**src/inc/charger_cfg.svh**
```systemverilog
`ifndef CHARGER_CFG_SVH
`define CHARGER_CFG_SVH
// ==========================================================
// Clock and time bases
`define CLK_PERIOD_NS 10
`define SEC_TICK_MS 1000
`define SEC_TICK_CYCLES (`SEC_TICK_MS * 1000000 / `CLK_PERIOD_NS)
`define STEP_TIME_US 1000
`define STEP_CYCLES (`STEP_TIME_US * 1000 / `CLK_PERIOD_NS)
// ==========================================================
// Timer lengths in seconds
`define PRE_UNIT_S 16'h0258
`define FC_UNIT_S 16'h0E10
`define WD_PERIOD_S 16'h0020
`define TO_UNIT_S 16'h0258
// ==========================================================
// Register offsets
`define REG_STATUS0 8'h00
`define REG_STATUS1 8'h01
`define REG_STATUS2 8'h02
`define REG_IRQ_A 8'h04
`define REG_IRQ_C 8'h06
`define REG_MASK_A 8'h08
`define REG_MASK_C 8'h0A
`define REG_CONTROL 8'h0E
`define REG_THERMAL 8'h0F
`define REG_ICHARGE 8'h12
`define REG_VLIM_PRI 8'h15
`define REG_VLIM_SEC 8'h17
`define REG_TIMER 8'h19
`define REG_SAFETY 8'h1A
`define REG_TOPOFF 8'h1B
`define REG_WDACT 8'h30
// ==========================================================
// Field positions
`define STAT_CHARGING_BIT 3
`define STAT_CHARGE_COMPLETE_STATUS_BIT 4
`define STAT_SAFE_TO_BIT 0
`define STAT_WD_TO_BIT 1
`define STAT_THERM_BIT 4
`define CTL_HZ_BIT 1
`define CTL_TOEN_BIT 2
`define CTL_RECHARGE_DISABLE_BIT_BIT 5
`define CTL_CONTINUE_ON_EXPIRY_BIT_BIT 7
`define TMR_PRE_LSB 0
`define TMR_FC_LSB 2
`define TMR_WATCHDOG_ENABLE_BIT_BIT 6
`define TMR_RESTART_BIT 7
`define WDACT_BIT 7
`define IRQ_A_CHGEND_BIT 3
`define IRQ_C_TIMER_BIT 0
`define IRQ_C_THERM_BIT 4
`define IRQ_C_TOPOFF_COMPLETE_IRQ_BIT 7
// ==========================================================
// Reset values
`define DEF_CONTROL 8'h08
`define DEF_THERMAL 8'h60
`define DEF_ICHARGE 8'h0A
`define DEF_VLIM 8'h05
`define DEF_TIMER 8'h0F
`define DEF_SAFETY 8'h7F
`define DEF_TOPOFF 8'h03
`define DEF_WDACT 8'h00
`define DEF_MASK 8'h00
`define ICHG_LOWEST 6'h00
`endif

```
**src/inc/charger_pkg.sv**
```systemverilog
package charger_pkg;
   // Charger operating states
   typedef enum logic [2:0] {ST_SLEEP, ST_CHARGE, ST_TOPOFF, ST_DONE, ST_HIZ, ST_IDLE}
      chg_state_t;
   // Register port request
   typedef struct packed {
      logic [7:0] addr;
      logic wr;
      logic rd;
      logic [7:0] wdata;
   } reg_req_t;
   // Register port answer
   typedef struct packed {
      logic rvalid;
      logic [7:0] rdata;
   } reg_rsp_t;
   // Pin and analog comparator inputs
   typedef struct packed {
      logic disable_pin;
      logic source_present;
      logic vbat_below_min;
      logic vbat_below_recharge;
      logic term_done;
      logic [3:0] die_hot;
      logic vsrc_below_limit;
      logic at_input_ilim;
   } pins_t;
   // Writable configuration bytes
   typedef struct packed {
      logic [7:0] control;
      logic [7:0] thermal;
      logic [7:0] icharge;
      logic [7:0] vlim_pri;
      logic [7:0] vlim_sec;
      logic [7:0] timer;
      logic [7:0] safety;
      logic [7:0] topoff;
      logic [7:0] wdact;
   } cfg_t;
   // Segment timer state
   typedef struct packed {
      logic [15:0] count;
      logic expired;
   } seg_timer_t;
endpackage

```
**src/design/charger_supervisor.sv**
```systemverilog
`timescale 1ns/100ps
`include "charger_cfg.svh"
// Overview of operation
// RULE1: Status pin low charging, high after termination
// RULE2: Charging status bit set except during top-off
// RULE3: Interrupt pin low on any unmasked set flag
// RULE4: Interrupt flags clear on read; pin follows
// RULE5: Events during a read are held, loaded after
// RULE6: Masks gate the pin, not the flag
// RULE7: Plug-in reloads both input voltage limits
// RULE8: Current ramps to limits; low input backs off
// RULE9: High-impedance bit or pin stops charge, clears timers
// RULE10: Low battery clears high-impedance bit; such writes ignored
// RULE11: Safety timer starts with charging, two segments
// RULE12: Pre segment below minimum, then fast segment persists
// RULE13: Safety expiry: stop, defaults, idle, flag, status
// RULE14: Continue bit keeps charging after safety expiry
// RULE15: Watchdog enable starts watchdog, pauses safety timer
// RULE16: Restart bit restarts watchdog; host writes it often
// RULE17: Watchdog expiry: defaults except safety, flag, status
// RULE18: Watchdog action bit sends device idle on expiry
// RULE19: Top-off timer expiry stops, battery switch off, flag
// RULE20: Recharge after top-off unless recharge disabled
// RULE21: Die hot: lowest current, step back up, repeat
// RULE22: Input current limits untouched by thermal regulation
// RULE23: Interrupt pin is inverted OR of unmasked flags
module charger_supervisor #(
   parameter int SEC_CYCLES = `SEC_TICK_CYCLES,
   parameter int STEP_CYCLES = `STEP_CYCLES
) (
   input wire logic mclk,
   input wire logic nrst,
   input wire charger_pkg::reg_req_t req,
   input wire charger_pkg::pins_t pins,
   output charger_pkg::reg_rsp_t rsp,
   output logic stat_n,
   output logic int_n,
   output logic charge_en,
   output logic batfet_on,
   output logic [5:0] current_cmd,
   output logic [3:0] primary_input_voltage_limit,
   output logic [3:0] secondary_input_voltage_limit
);
   import charger_pkg::*;

   // ==========================================================
   // State
   typedef struct packed {
      pins_t s1;                // First synchroniser stage
      pins_t s2;                // Second synchroniser stage
      pins_t prev;              // Delayed copy for edges
      chg_state_t st;           // Charger state
      logic [26:0] sec_div;     // Seconds prescaler
      logic sec_tick;           // One-second enable
      logic [16:0] step_div;    // Current step prescaler
      logic step_tick;          // Current step enable
      logic fast_started;       // Fast segment has begun
      logic [2:0][7:0] flags;   // Interrupt flags
      logic [2:0][7:0] pend;    // Events caught during a read
      logic [2:0][7:0] mask;    // Interrupt masks
      cfg_t cfg;                // Configuration bytes
      logic safe_to;            // Safety timeout status
      logic wd_to;              // Watchdog timeout status
      logic therm;              // Thermal regulation status
      logic chg_cmp;            // Charge complete status
      reg_rsp_t rsp;            // Read answer
      logic stat_n;             // Status pin
      logic int_n;              // Interrupt pin
      logic charge_en;          // Charger enable
      logic batfet_on;          // Battery switch
      logic [5:0] current_cmd;  // Charge current code
   } sup_state_t;

   sup_state_t cur, nx;
   logic pre_run, pre_clr, fc_run, fc_clr, wd_run, wd_clr, to_run, to_clr; // Timer controls
   logic pre_exp, fc_exp, wd_exp, to_exp;  // Timer expiry pulses
   logic [15:0] pre_lim, fc_lim, to_lim;   // Timer limits in seconds
   logic [2:0][7:0] ev;                    // Interrupt events this cycle
   logic [2:0] rd_hit;                     // Read of a flag register
   logic [7:0] rval;                       // Read value
   logic hz_req, wd_en, hot, rd_flag_sel;  // Decoded conditions
   logic [1:0] fsel;                       // Flag register index

   // Defaults for the configuration bytes
   function automatic cfg_t cfg_default();
      cfg_t c;
      c.control = `DEF_CONTROL;
      c.thermal = `DEF_THERMAL;
      c.icharge = `DEF_ICHARGE;
      c.vlim_pri = `DEF_VLIM;
      c.vlim_sec = `DEF_VLIM;
      c.timer = `DEF_TIMER;
      c.safety = `DEF_SAFETY;
      c.topoff = `DEF_TOPOFF;
      c.wdact = `DEF_WDACT;
      return c;
   endfunction

   // ==========================================================
   // Timer limits from the timer and top-off fields
   always_comb begin
      pre_lim = 16'(({14'h0000, cur.cfg.timer[`TMR_PRE_LSB +: 2]} + 16'h0001) * `PRE_UNIT_S);
      fc_lim = 16'(({13'h0000, cur.cfg.timer[`TMR_FC_LSB +: 3]} + 16'h0001) * `FC_UNIT_S);
      to_lim = 16'(({13'h0000, cur.cfg.topoff[2:0]} + 16'h0001) * `TO_UNIT_S); // see RULE19
   end

   // Pre-charge, fast-charge, watchdog and top-off timers
   seg_timer u_pre (.mclk(mclk), .nrst(nrst), .tick(cur.sec_tick), .run(pre_run),
      .clear(pre_clr), .limit(pre_lim), .expired(pre_exp));
   seg_timer u_fc (.mclk(mclk), .nrst(nrst), .tick(cur.sec_tick), .run(fc_run),
      .clear(fc_clr), .limit(fc_lim), .expired(fc_exp));
   seg_timer u_wd (.mclk(mclk), .nrst(nrst), .tick(cur.sec_tick), .run(wd_run),
      .clear(wd_clr), .limit(`WD_PERIOD_S), .expired(wd_exp));
   seg_timer u_to (.mclk(mclk), .nrst(nrst), .tick(cur.sec_tick), .run(to_run),
      .clear(to_clr), .limit(to_lim), .expired(to_exp));

   // ==========================================================
   // Register read decode and read value
   always_comb begin
      fsel = req.addr[1:0];
      rd_flag_sel = req.rd && req.addr >= `REG_IRQ_A && req.addr <= `REG_IRQ_C;
      rd_hit = 3'b000;
      if (rd_flag_sel) begin
         rd_hit[fsel] = 1'b1;
      end
      rval = 8'h00;
      case (req.addr)
         `REG_STATUS0: rval[`STAT_CHARGING_BIT] = (cur.st == ST_CHARGE); // see RULE2
         `REG_STATUS1: rval[`STAT_CHARGE_COMPLETE_STATUS_BIT] = cur.chg_cmp;
         `REG_STATUS2: begin
            rval[`STAT_SAFE_TO_BIT] = cur.safe_to;
            rval[`STAT_WD_TO_BIT] = cur.wd_to;
            rval[`STAT_THERM_BIT] = cur.therm;
         end
         `REG_CONTROL: rval = cur.cfg.control;
         `REG_THERMAL: rval = cur.cfg.thermal;
         `REG_ICHARGE: rval = cur.cfg.icharge;
         `REG_VLIM_PRI: rval = cur.cfg.vlim_pri;
         `REG_VLIM_SEC: rval = cur.cfg.vlim_sec;
         `REG_TIMER: rval = cur.cfg.timer;
         `REG_SAFETY: rval = cur.cfg.safety;
         `REG_TOPOFF: rval = cur.cfg.topoff;
         `REG_WDACT: rval = cur.cfg.wdact;
         default: begin
            // Flag registers include anything still pending
            if (req.addr >= `REG_IRQ_A && req.addr <= `REG_IRQ_C) begin
               rval = cur.flags[fsel] | cur.pend[fsel];
            end else if (req.addr >= `REG_MASK_A && req.addr <= `REG_MASK_C) begin
               rval = cur.mask[fsel];
            end
         end
      endcase
   end

   // ==========================================================
   // Next-state logic
   always_comb begin
      nx = cur;
      ev = '0;
      pre_run = 1'b0;
      fc_run = 1'b0;
      wd_run = 1'b0;
      to_run = 1'b0;
      pre_clr = 1'b0;
      fc_clr = 1'b0;
      wd_clr = 1'b0;
      to_clr = 1'b0;
      // Pin synchronisers; only the second stage and its delayed copy are read below
      nx.s1 = pins;
      nx.s2 = cur.s1;
      nx.prev = cur.s2;
      // Slow enables from the system clock
      nx.sec_tick = (cur.sec_div == 27'(SEC_CYCLES - 1));
      nx.sec_div = nx.sec_tick ? 27'h0000000 : cur.sec_div + 27'h0000001;
      nx.step_tick = (cur.step_div == 17'(STEP_CYCLES - 1));
      nx.step_div = nx.step_tick ? 17'h00000 : cur.step_div + 17'h00001;
      // Register writes
      if (req.wr) begin
         case (req.addr)
            `REG_CONTROL: begin
               nx.cfg.control = req.wdata;
               // Entering high impedance is refused on a low battery
               if (cur.s2.vbat_below_min) begin
                  nx.cfg.control[`CTL_HZ_BIT] = 1'b0; // see RULE10
               end
            end
            `REG_THERMAL: nx.cfg.thermal = req.wdata;
            `REG_ICHARGE: nx.cfg.icharge = req.wdata;
            `REG_VLIM_PRI: nx.cfg.vlim_pri = req.wdata;
            `REG_VLIM_SEC: nx.cfg.vlim_sec = req.wdata;
            `REG_TIMER: begin
               // Restart bit acts once and reads back as zero
               nx.cfg.timer = req.wdata;
               nx.cfg.timer[`TMR_RESTART_BIT] = 1'b0;
               wd_clr = req.wdata[`TMR_RESTART_BIT]; // see RULE16
            end
            `REG_SAFETY: nx.cfg.safety = req.wdata;
            `REG_TOPOFF: nx.cfg.topoff = req.wdata;
            `REG_WDACT: nx.cfg.wdact = req.wdata;
            default: begin
               if (req.addr >= `REG_MASK_A && req.addr <= `REG_MASK_C) begin
                  nx.mask[fsel] = req.wdata;
               end
            end
         endcase
      end
      hz_req = cur.cfg.control[`CTL_HZ_BIT] || cur.s2.disable_pin;
      wd_en = cur.cfg.timer[`TMR_WATCHDOG_ENABLE_BIT_BIT];
      hot = cur.s2.die_hot[cur.cfg.thermal[6:5]];
      // Input limits return to defaults when a source appears
      if (cur.s2.source_present && !cur.prev.source_present) begin
         nx.cfg.vlim_pri[3:0] = 4'(`DEF_VLIM); // see RULE7
         nx.cfg.vlim_sec[3:0] = 4'(`DEF_VLIM); // see RULE7
         nx.safe_to = 1'b0;
         nx.wd_to = 1'b0;
         nx.chg_cmp = 1'b0;
      end
      // Safety timer is cleared outside charge and in high impedance
      if (cur.st != ST_CHARGE) begin
         pre_clr = 1'b1; // see RULE9
         fc_clr = 1'b1; // see RULE9
         wd_clr = 1'b1; // see RULE9
         nx.fast_started = 1'b0;
      end
      if (cur.st != ST_TOPOFF) begin
         to_clr = 1'b1;
      end
      // Charger state machine
      case (cur.st)
         ST_SLEEP: begin
            if (cur.s2.source_present) begin
               nx.st = hz_req ? ST_HIZ : ST_CHARGE;
            end
         end
         ST_HIZ: begin
            // Low battery releases the register request
            if (cur.cfg.control[`CTL_HZ_BIT] && cur.s2.vbat_below_min) begin
               nx.cfg.control[`CTL_HZ_BIT] = 1'b0; // see RULE10
            end
            if (!hz_req || (cur.s2.vbat_below_min && !cur.s2.disable_pin)) begin
               nx.st = ST_CHARGE; // see RULE10
            end
         end
         ST_CHARGE: begin
            // Pre segment runs below minimum until fast segment begins
            pre_run = !cur.fast_started && cur.s2.vbat_below_min && !wd_en; // see RULE11
            if (!cur.fast_started && !cur.s2.vbat_below_min) begin
               nx.fast_started = 1'b1; // see RULE12
               pre_clr = 1'b1; // see RULE12
            end
            // Watchdog in use pauses both safety segments
            fc_run = cur.fast_started && !wd_en; // see RULE15
            wd_run = wd_en; // see RULE15
            if (hz_req) begin
               nx.st = ST_HIZ; // see RULE9
            end else if (pre_exp || fc_exp) begin
               ev[2][`IRQ_C_TIMER_BIT] = 1'b1; // see RULE13
               nx.safe_to = 1'b1; // see RULE13
               if (!cur.cfg.control[`CTL_CONTINUE_ON_EXPIRY_BIT_BIT]) begin
                  nx.cfg = cfg_default(); // see RULE13
                  nx.st = ST_IDLE; // see RULE13
               end // Otherwise charging carries on, see RULE14
            end else if (wd_exp) begin
               ev[2][`IRQ_C_TIMER_BIT] = 1'b1; // see RULE17
               nx.wd_to = 1'b1; // see RULE17
               nx.cfg = cfg_default(); // see RULE17
               nx.cfg.safety = cur.cfg.safety; // see RULE17
               if (cur.cfg.wdact[`WDACT_BIT]) begin
                  nx.st = ST_IDLE; // see RULE18
               end
            end else if (cur.s2.term_done && !cur.prev.term_done) begin
               ev[0][`IRQ_A_CHGEND_BIT] = 1'b1;
               nx.chg_cmp = !cur.cfg.control[`CTL_TOEN_BIT];
               nx.st = cur.cfg.control[`CTL_TOEN_BIT] ? ST_TOPOFF : ST_DONE; // see RULE1
            end
         end
         ST_TOPOFF: begin
            to_run = 1'b1; // see RULE19
            if (hz_req) begin
               nx.st = ST_HIZ;
            end else if (to_exp) begin
               ev[2][`IRQ_C_TOPOFF_COMPLETE_IRQ_BIT] = 1'b1; // see RULE19
               nx.chg_cmp = 1'b1;
               nx.st = ST_DONE; // see RULE19
            end
         end
         ST_DONE: begin
            if (hz_req) begin
               nx.st = ST_HIZ;
            end else if (!cur.cfg.control[`CTL_RECHARGE_DISABLE_BIT_BIT] && cur.s2.vbat_below_recharge) begin
               nx.chg_cmp = 1'b0;
               nx.st = ST_CHARGE; // see RULE20
            end
         end
         ST_IDLE: nx.st = ST_IDLE;
         default: nx.st = ST_SLEEP;
      endcase
      // Source loss always ends in sleep
      if (!cur.s2.source_present) begin
         nx.st = ST_SLEEP;
      end
      // Charge current: thermal fold-back and input voltage loop
      nx.therm = 1'b0;
      if (cur.st != ST_CHARGE && cur.st != ST_TOPOFF) begin
         nx.current_cmd = `ICHG_LOWEST;
      end else if (hot) begin
         nx.current_cmd = `ICHG_LOWEST; // see RULE21
         nx.therm = 1'b1;
         ev[2][`IRQ_C_THERM_BIT] = !cur.therm; // see RULE21
      end else if (cur.step_tick) begin
         // Only the charge current moves; input current limits stay, see RULE22
         if (cur.s2.vsrc_below_limit && cur.current_cmd != `ICHG_LOWEST) begin
            nx.current_cmd = cur.current_cmd - 6'h01; // see RULE8
         end else if (cur.current_cmd > cur.cfg.icharge[5:0]) begin
            nx.current_cmd = cur.cfg.icharge[5:0];
         end else if (!cur.s2.vsrc_below_limit && !cur.s2.at_input_ilim
                      && cur.current_cmd < cur.cfg.icharge[5:0]) begin
            nx.current_cmd = cur.current_cmd + 6'h01; // see RULE8, RULE21
         end
      end
      // Flags: read clears, events during a read wait one cycle
      for (int i = 0; i < 3; i++) begin
         if (rd_hit[i]) begin
            nx.flags[i] = 8'h00; // see RULE4
            nx.pend[i] = ev[i]; // see RULE5
         end else begin
            nx.flags[i] = cur.flags[i] | cur.pend[i] | ev[i]; // see RULE5, RULE6
            nx.pend[i] = 8'h00;
         end
      end
      // Pin outputs
      nx.int_n = ~|((nx.flags | nx.pend) & ~nx.mask); // see RULE3, RULE5, RULE6, RULE23
      nx.stat_n = (nx.st != ST_CHARGE); // see RULE1
      nx.charge_en = (nx.st == ST_CHARGE || nx.st == ST_TOPOFF);
      nx.batfet_on = (nx.st != ST_DONE && nx.st != ST_IDLE); // see RULE19
      nx.rsp.rvalid = req.rd;
      nx.rsp.rdata = req.rd ? rval : 8'h00;
   end

   // ==========================================================
   // State register
   always_ff @(posedge mclk or negedge nrst) begin
      if (!nrst) begin
         cur <= '0;
         cur.st <= ST_SLEEP;
         cur.cfg <= cfg_default();
         cur.mask <= {3{`DEF_MASK}};
         cur.stat_n <= 1'b1;
         cur.int_n <= 1'b1;
         cur.batfet_on <= 1'b1;
      end else begin
         cur <= nx;
      end
   end

   // ==========================================================
   // Outputs straight from the state register
   assign rsp = cur.rsp;
   assign stat_n = cur.stat_n;
   assign int_n = cur.int_n;
   assign charge_en = cur.charge_en;
   assign batfet_on = cur.batfet_on;
   assign current_cmd = cur.current_cmd;
   assign primary_input_voltage_limit = cur.cfg.vlim_pri[3:0];
   assign secondary_input_voltage_limit = cur.cfg.vlim_sec[3:0];
endmodule // charger_supervisor

```
**src/design/seg_timer.sv**
```systemverilog
`timescale 1ns/100ps
// ==========================================================
// Seconds counter that pulses once on reaching its limit
module seg_timer (
   input wire logic mclk,
   input wire logic nrst,
   input wire logic tick,
   input wire logic run,
   input wire logic clear,
   input wire logic [15:0] limit,
   output logic expired
);
   import charger_pkg::*;
   charger_pkg::seg_timer_t cur, nx; // State and next state

   // Count while running, saturate at the limit so expiry fires once
   always_comb begin
      nx = cur;
      nx.expired = 1'b0;
      if (clear) begin
         nx.count = 16'h0000;
      end else if (run && tick && cur.count < limit) begin
         nx.count = cur.count + 16'h0001;
         nx.expired = (nx.count == limit);
      end
   end

   // State register
   always_ff @(posedge mclk or negedge nrst) begin
      if (!nrst) begin
         cur <= '0;
      end else begin
         cur <= nx;
      end
   end

   assign expired = cur.expired;
endmodule // seg_timer

```
**config.mk**
```make
export PLATFORM = sky130hd
export DESIGN_NAME = charger_supervisor
export DESIGN_NICKNAME = d
export VERILOG_FILES = /design/src/inc/charger_pkg.sv /design/src/design/charger_supervisor.sv /design/src/design/seg_timer.sv
export VERILOG_INCLUDE_DIRS = /design/src /design/src/inc
export SDC_FILE = /design/constraint.sdc
export NUM_CORES = 1
export LEC_CHECK = 0
export BUFFER_PORTS_ARGS = -buffer_cell sky130_fd_sc_hd__buf_2
export CORE_MARGIN = 3
export CORE_UTILIZATION = 55
export DETAILED_ROUTE_END_ITERATION = 12
export PLACE_DENSITY = 0.79
export REMOVE_ABC_BUFFERS = 1
export SYNTH_ARGS = -nofsm -noshare
export SYNTH_HDL_FRONTEND = slang
export SYNTH_SLANG_ARGS = --single-unit
```
**constraint.sdc**
```tcl
create_clock -name mclk -period 5.6 [get_ports mclk]
set_input_delay 1.12 -clock mclk [delete_from_list [all_inputs] [get_ports mclk]]
set_output_delay 1.12 -clock mclk [all_outputs]
set_load 0.1 [all_outputs]
```
==> out/results.ini, run 1 <==
[global_routing]
grt_remaining_overflow=0
track_usage=0.2692
grt_pass1_vias=14003
grt_pass1_wl_um=73810
grt_start_max_net_pins=106
antenna_found_initial=1

[pwr]
p_seq_frac=0.443
p_int_uw=3639
pwr-share-clk=0.442
swShare=0.2636
pwr_density_cell_nw_per_um2=266.8
comb_power_share=0.115
p_switching_uw=1303
vdd_ir_drop_max_mv=0.2176
leakage_uw=0.008133

[flow_run]
max_cap_viol_count=0

[synthesis]
syn_area_um2=17000
ys_seq_elements=289
synth_edf_count=0
synth.avg_cell_area_um2=9.255
yosys.cell_types.count=86
netlist_instances=1837
ys_seq_area_frac=0.4272
yosysWarnings=0
synthFlopType=dfrtp_1
async_flop_share=1.000

[routing]
wl_met2_um=20560
ant_nets=0
routed_via_density=6.418
drc=0
route.met3.wl_um=4183
wl_um=45070
routed.top_layer=met4
avgRoutedWirePerCell_um=20.03
dr.first_iter.drc_count=1685
drtPass1Iterations=6
wl_met1_um=18640
route.vias.total=14441

[die]
die_x_um=181.8
initial_utilization=0.5661
placementRows=63
ios=58
die_h_um=181.8
core_area_um2=30030
dieArea_um2=33060

[cts]
cts_root_buf=clkbuf_16
cts_tree=yes
h-tree-depth=2
post_cts_resized=0
clk_latency_ps=520
numCtsBuffers=34
clock_path_buffers=3
clkTransAtPathRegs_ps=60
post-cts-setup-buffer-count=0
holdBufCountCts=0
clock-sinks=289

[sta]
fmax_mhz=196.2
setup_viol=0
fin_setup_tns_ps=0
clock_skew_ps=32.10
rsz0062_at_grt=no
relSlewSlack=0.1764
timing.final.ws_setup_ps=502.6
final-hold-violation-count=0
period_share=0.9103
min_period_ps=5097
worstMarginPinSlew_ps=1233
slew_viol_final=0

[setup_path]
cpMostUsedCell=ha_1
end_kind=flip-flop
worstPathRequired_ps=6010
startpoint_type=flip-flop
crit_chain=ha_1 > xnor2_1 > inv_1 > ha_1 > ha_1 > ha_1 > inv_1 > fa_1 > nor2b_1 > o21a_1 > nor2_1 > xor2_1 > ha_1 > nand2_1 > and4b_1 > o211ai_1 > a2bb2oi_2 > buf_4 > or4_1 > a21oi_1
crit_fanout=31
arrival_ps=5510
r2r-start=cur[49]
worst_path_max_delay_cell=xnor2_1
crit_path_end=u_fc.cur[16]
slowest_delay_ps=550
reg2reg_depth=20
r2r_slack_ps=500
timing.rr.end=u_fc.cur[16]
timing.critical_path.from=cur[49]
critPathKind=flip-flop to flip-flop

[placement]
port_buffers=57
place.gp.congestion=0.9967
hpwlAfterDp_um=31080
post-place-ws_ps=574.0

[status]
status=finished clean

[cells_and_area]
final_util=0.6168
final_nets=1947
final_common_cell=dfrtp_1
layout-drive-gt1-share=0.1124
syn2layout_area_growth_pct=8.956
final_cell_mix=264 x dfrtp_1, 185 x nand2_1, 145 x nor2_1, 111 x nand3_1, 102 x a21oi_1

[min_path]
hp-class=flip-flop to flip-flop
hp-start=cur[248]

## synthesized netlist by cell type (12+ instances only)
master    number  area share
a21oi_1      103       0.030
a221oi_1      14      0.0072
a31oi_1       17      0.0063
and2_1        20      0.0074
and3_1        40       0.015
buf_4         25       0.011
clkbuf_1      73       0.016
dfrtp_1      264        0.39
dfstp_2       25       0.039
ha_1          78       0.057
inv_1         68       0.015
mux2_2        28       0.019
mux2i_1       42       0.025
nand2_1      185       0.041
nand2b_1      12      0.0044
nand3_1      111       0.033
nand4_1       27      0.0099
nor2_1       145       0.032
nor2b_1       31       0.011
nor3_1        47       0.014
nor4_1        12      0.0044
o211ai_1      14      0.0062
o21a_1        17      0.0075
o21ai_0       71       0.021
o22ai_1       35       0.013
or3_1         30       0.011
xnor2_1       62       0.032
xor2_1        45       0.023
## power groups by stage
stage | registers, µW | clock network, µW | logic, µW
CTS | 2190 | 2220 | 562
detailed placement | 2230 | 0 | 557
global placement | 2220 | 0 | 536
global route | 2190 | 2310 | 631
finish | 2190 | 2180 | 567
floorplan | 2220 | 0 | 347
## how the worst min path moves through the flow
stage | to | cells after the start
CTS | cur[237] | 0
floorplan | cur[228] | 0
global placement | cur[228] | 0
finish | cur[237] | 0
global route | cur[237] | 0
detailed placement | cur[228] | 0
## worst max-delay path: cells and delay by family, from the launching register on
kind	cells	cell delay, ps
AOI/OAI and AO/OA	4	590
adders and majority gates	6	1720
buffers and inverters	3	570
and+or+nand+nor	5	990
DFF	1	420
xor gates and xnor gates	2	700
## final cells by class
type | instances | area [µm²]
Antenna cell | 1 | 2.502
Clock inverter | 13 | 135.1
Clock buffer | 48 | 954.7
Sequential cell | 289 | 7263
Timing Repair Buffer | 74 | 447.9
Multi-Input combinational cell | 1367 | 8977
Fill cell | 2500 | 11510
Inverter | 68 | 255.2
Tap cell | 390 | 488.0
## per-layer routing
metal | up-vias | GRT usage
met5 | - | 0
met3 | 141 | 0.05849
li1 | 6561 | -
met4 | 0 | 0.09537
met2 | 739 | 0.4217
met1 | 7000 | 0.3712
## flip-flops by register name (all words and copies together) (netlist names), 4 cells and up
signal / count
u_pre.cur: 16
primary_input_voltage_limit: 4
rsp: 9
u_fc.cur: 16
secondary_input_voltage_limit: 4
cur: 194
u_wd.cur: 16
current_cmd: 6
u_to.cur: 16
## through the flow
step	instances	total power (µW)	hold slack (ps)	cell area [µm²]
after floorplan	1724	2570	331.2	16470
after global placement	2188	2760	331.8	17430
after detailed placement	2188	2782	334.7	17430
after CTS	2249	4976	335.3	18520
after global routing	2249	5139	336.1	18520
final	2250	4942	334.4	18520
## kinds of logic (layout without fill, tap and decap cells)
family                     after synthesis  in the layout  synth area share
buffers and inverters                  181            203           0.04644
DFF                                    289            289            0.4272
and+or+nand+nor                        722            722            0.2145
AOI/OAI and AO/OA                      384            384            0.1486
adders and majority gates               82             82           0.06211
muxes                                   71             71           0.04460
other                                    0              1                 0
xor gates and xnor gates               108            108           0.05652
(Power assumes the default switching activity.)
==> run 2: changes to the inputs <==
--- a/config.mk
+++ b/config.mk
@@ -9,6 +9,7 @@
 export BUFFER_PORTS_ARGS = -buffer_cell sky130_fd_sc_hd__buf_2
 export CORE_MARGIN = 3
 export CORE_UTILIZATION = 55
+export CTS_BUF_LIST = sky130_fd_sc_hd__clkbuf_8
 export DETAILED_ROUTE_END_ITERATION = 12
 export PLACE_DENSITY = 0.79
 export REMOVE_ABC_BUFFERS = 1
==> constraint.sdc (replaced) <==
create_clock -name mclk -period 6.1 [get_ports mclk]
set_input_delay 1.22 -clock mclk [delete_from_list [all_inputs] [get_ports mclk]]
set_output_delay 1.22 -clock mclk [all_outputs]
set_load 0.1 [all_outputs]
==> out/results.ini, run 2 (synthesized netlist as in run 1, its figures left out) <==
[routing]
ant_nets=0  ; unchanged
routed_via_density=6.379  ; -0.61%
dr.first_iter.drc_count=1589  ; -5.7%
wl_um=45070  ; about the same
drc=0  ; unchanged
route.vias.total=14525  ; +0.58%
drtPass1Iterations=6  ; unchanged
avgRoutedWirePerCell_um=19.79  ; -1.2%

[global_routing]
grt_start_max_net_pins=128  ; +21%
grt_pass1_wl_um=73280  ; -0.72%
grt_remaining_overflow=0  ; unchanged
track_usage=0.2685  ; -0.0007298
grt_pass1_vias=13881  ; -0.87%
antenna_found_initial=0  ; -1

[cells_and_area]
n_fill_cell=2530  ; +1.2%
layout-drive-gt1-share=0.1220  ; +0.009525
syn2layout_area_growth_pct=8.449
final_common_cell=dfrtp_1
final_nets=1959  ; +0.62%
seq_area_um2=7263  ; unchanged
final_cell_mix=264 x dfrtp_1, 185 x nand2_1, 145 x nor2_1, 111 x nand3_1, 102 x a21oi_1
top_register=cur
multi_input_area_um2=8972  ; about the same
final_util=0.6139  ; -0.002875
largest_register_ffs=194  ; unchanged

[sta]
min_period_ps=5333  ; +235.5 ps
fmax_mhz=187.5  ; -4.4%
period_share=0.8743  ; -0.03600
setup_viol=0  ; unchanged
clock_skew_ps=49.25  ; +17.15 ps
rsz0062_at_grt=no
relSlewSlack=0.1647  ; -0.01165
slew_viol_final=0  ; unchanged
worstMarginPinSlew_ps=1250  ; +17.44 ps
final-hold-violation-count=0  ; unchanged
fin_setup_tns_ps=0  ; unchanged

[cts]
numCtsBuffers=50  ; +47%
cts_tree=yes
clock_path_buffers=3  ; unchanged
post-cts-setup-buffer-count=0  ; unchanged
cts_root_buf=clkbuf_8
clk_latency_ps=610  ; +90 ps
holdBufCountCts=0  ; unchanged
h-tree-depth=2  ; unchanged
clkTransAtPathRegs_ps=60  ; about the same
clock-sinks=289  ; unchanged
post_cts_resized=0  ; unchanged

[setup_path]
arrival_ps=5810  ; +300 ps
crit_path_end=u_fc.cur[13]
timing.critical_path.from=cur[49]
worstPathRequired_ps=6580  ; +570 ps
end_kind=flip-flop
r2r-start=cur[49]
timing.rr.end=u_fc.cur[13]
slowest_delay_ps=800  ; +250 ps
critPathKind=flip-flop to flip-flop
reg2reg_depth=19  ; -5.0%
cpMostUsedCell=ha_1
worst_path_max_delay_cell=a2bb2oi_2
startpoint_type=flip-flop
critPathTopFamily=adder cells
crit_chain=ha_1 > xnor2_1 > inv_1 > ha_1 > ha_1 > ha_1 > inv_1 > fa_1 > nor2b_1 > o21a_1 > nor2_1 > xor2_1 > ha_1 > nand2_1 > and4b_1 > o211ai_1 > a2bb2oi_2 > o21ai_0 > a21oi_1
crit_buf_inv=2  ; -1
cp.depth=19  ; -5.0%
crit_fanout=31  ; unchanged
r2r_slack_ps=770  ; +260 ps

[flow_run]
max_cap_viol_count=0  ; unchanged

[placement]
hpwlAfterDp_um=30850  ; -0.73%
place.gp.congestion=0.9820  ; -1.5%
port_buffers=57  ; unchanged

[die]
dieArea_um2=33060  ; unchanged
ios=58  ; unchanged
core_area_um2=30030  ; unchanged
placementRows=63  ; unchanged
initial_utilization=0.5661  ; unchanged
die_x_um=181.8  ; unchanged
die_h_um=181.8  ; unchanged

[min_path]
hp-class=flip-flop to flip-flop

[pwr]
pwr_density_cell_nw_per_um2=237.8  ; -11%
leakage_uw=0.008186  ; +0.65%
vdd_ir_drop_max_mv=0.1483  ; -32%

[status]
status=finished clean

[run 2: cell count changes in the layout (fill, tap and decap cells not counted)]
cell / delta
clkinv_4: -2
clkinv_2: +5
nor3b_1: +1
buf_4: -3
buf_12: -1
inv_1: +15
nor3b_2: -1
clkbuf_1: -10
clkbuf_8: +60
clkbuf_16: -35
clkinvlp_4: -2
[run 2: worst register-to-register path: cells and delay by family (launching register included)]
family          cells  cell delay (ps)
xor+xnor            2              710
buf+inv             2              370
compound gates      5             1480
simple gates        4              480
fa+ha+maj           6             1760
flops               1              420
[run 2: where the power goes]
group / switching (µW) / internal, µW / leakage (µW)
combinational: 334 / 188 / 0.00375
clock: 833 / 1020 / 0.000609
sequential: 43.9 / 1970 / 0.00383
total: 1210 / 3170 / 0.00819
[run 2: how the worst min path moves through the flow]
| stage | startpoint | depth (start not counted) | to | slack (ps) |
|---|---|---|---|---|
| final | cur[247] | 0 | cur[236] | 320 |
| after global routing | cur[247] | 0 | cur[236] | 330 |
| after CTS | cur[247] | 0 | cur[236] | 330 |
| after detailed placement | cur[244] | 0 | cur[233] | 340 |
| after global placement | cur[239] | 0 | cur[228] | 330 |
| after floorplan | cur[239] | 0 | cur[228] | 330 |
[run 2: area by class of cell]
type | instances | share of cell area
Sequential cell | 289 | 0.3939
Clock buffer | 63 | 0.04703
Antenna cell | 1 | 0.0001357
Multi-Input combinational cell | 1367 | 0.4866
Inverter | 68 | 0.01384
Timing Repair Buffer | 70 | 0.02199
Clock inverter | 29 | 0.009976
Tap cell | 390 | 0.02647
[run 2: per-layer routing]
| metal | share of wire | track usage | wire length (µm) | vias up |
|---|---|---|---|---|
| li1 | - | - | - | 6613 |
| met1 | 0.43 | 0.3839 | 19390 | 7024 |
| met2 | 0.45 | 0.4163 | 20200 | 739 |
| met3 | 0.088 | 0.05028 | 3960 | 149 |
| met4 | 0.034 | 0.08501 | 1515 | 0 |
| met5 | 0 | 0 | 0 | - |
[run 2: stage by stage]
stage	hold WS, ps	instance area (µm²)	cells	setup slack, ps	power (µW)
2_1_floorplan	331.2	16470	1724	1117	2359
3_3_place_gp	332.6	17380	2184	1181	2533
3_5_place_dp	335.5	17380	2184	899.3	2557
4_1_cts	327.1	18440	2276	884.5	4421
5_1_grt	329.3	18440	2276	387.5	4573
6_report	321.4	18440	2277	767.1	4385
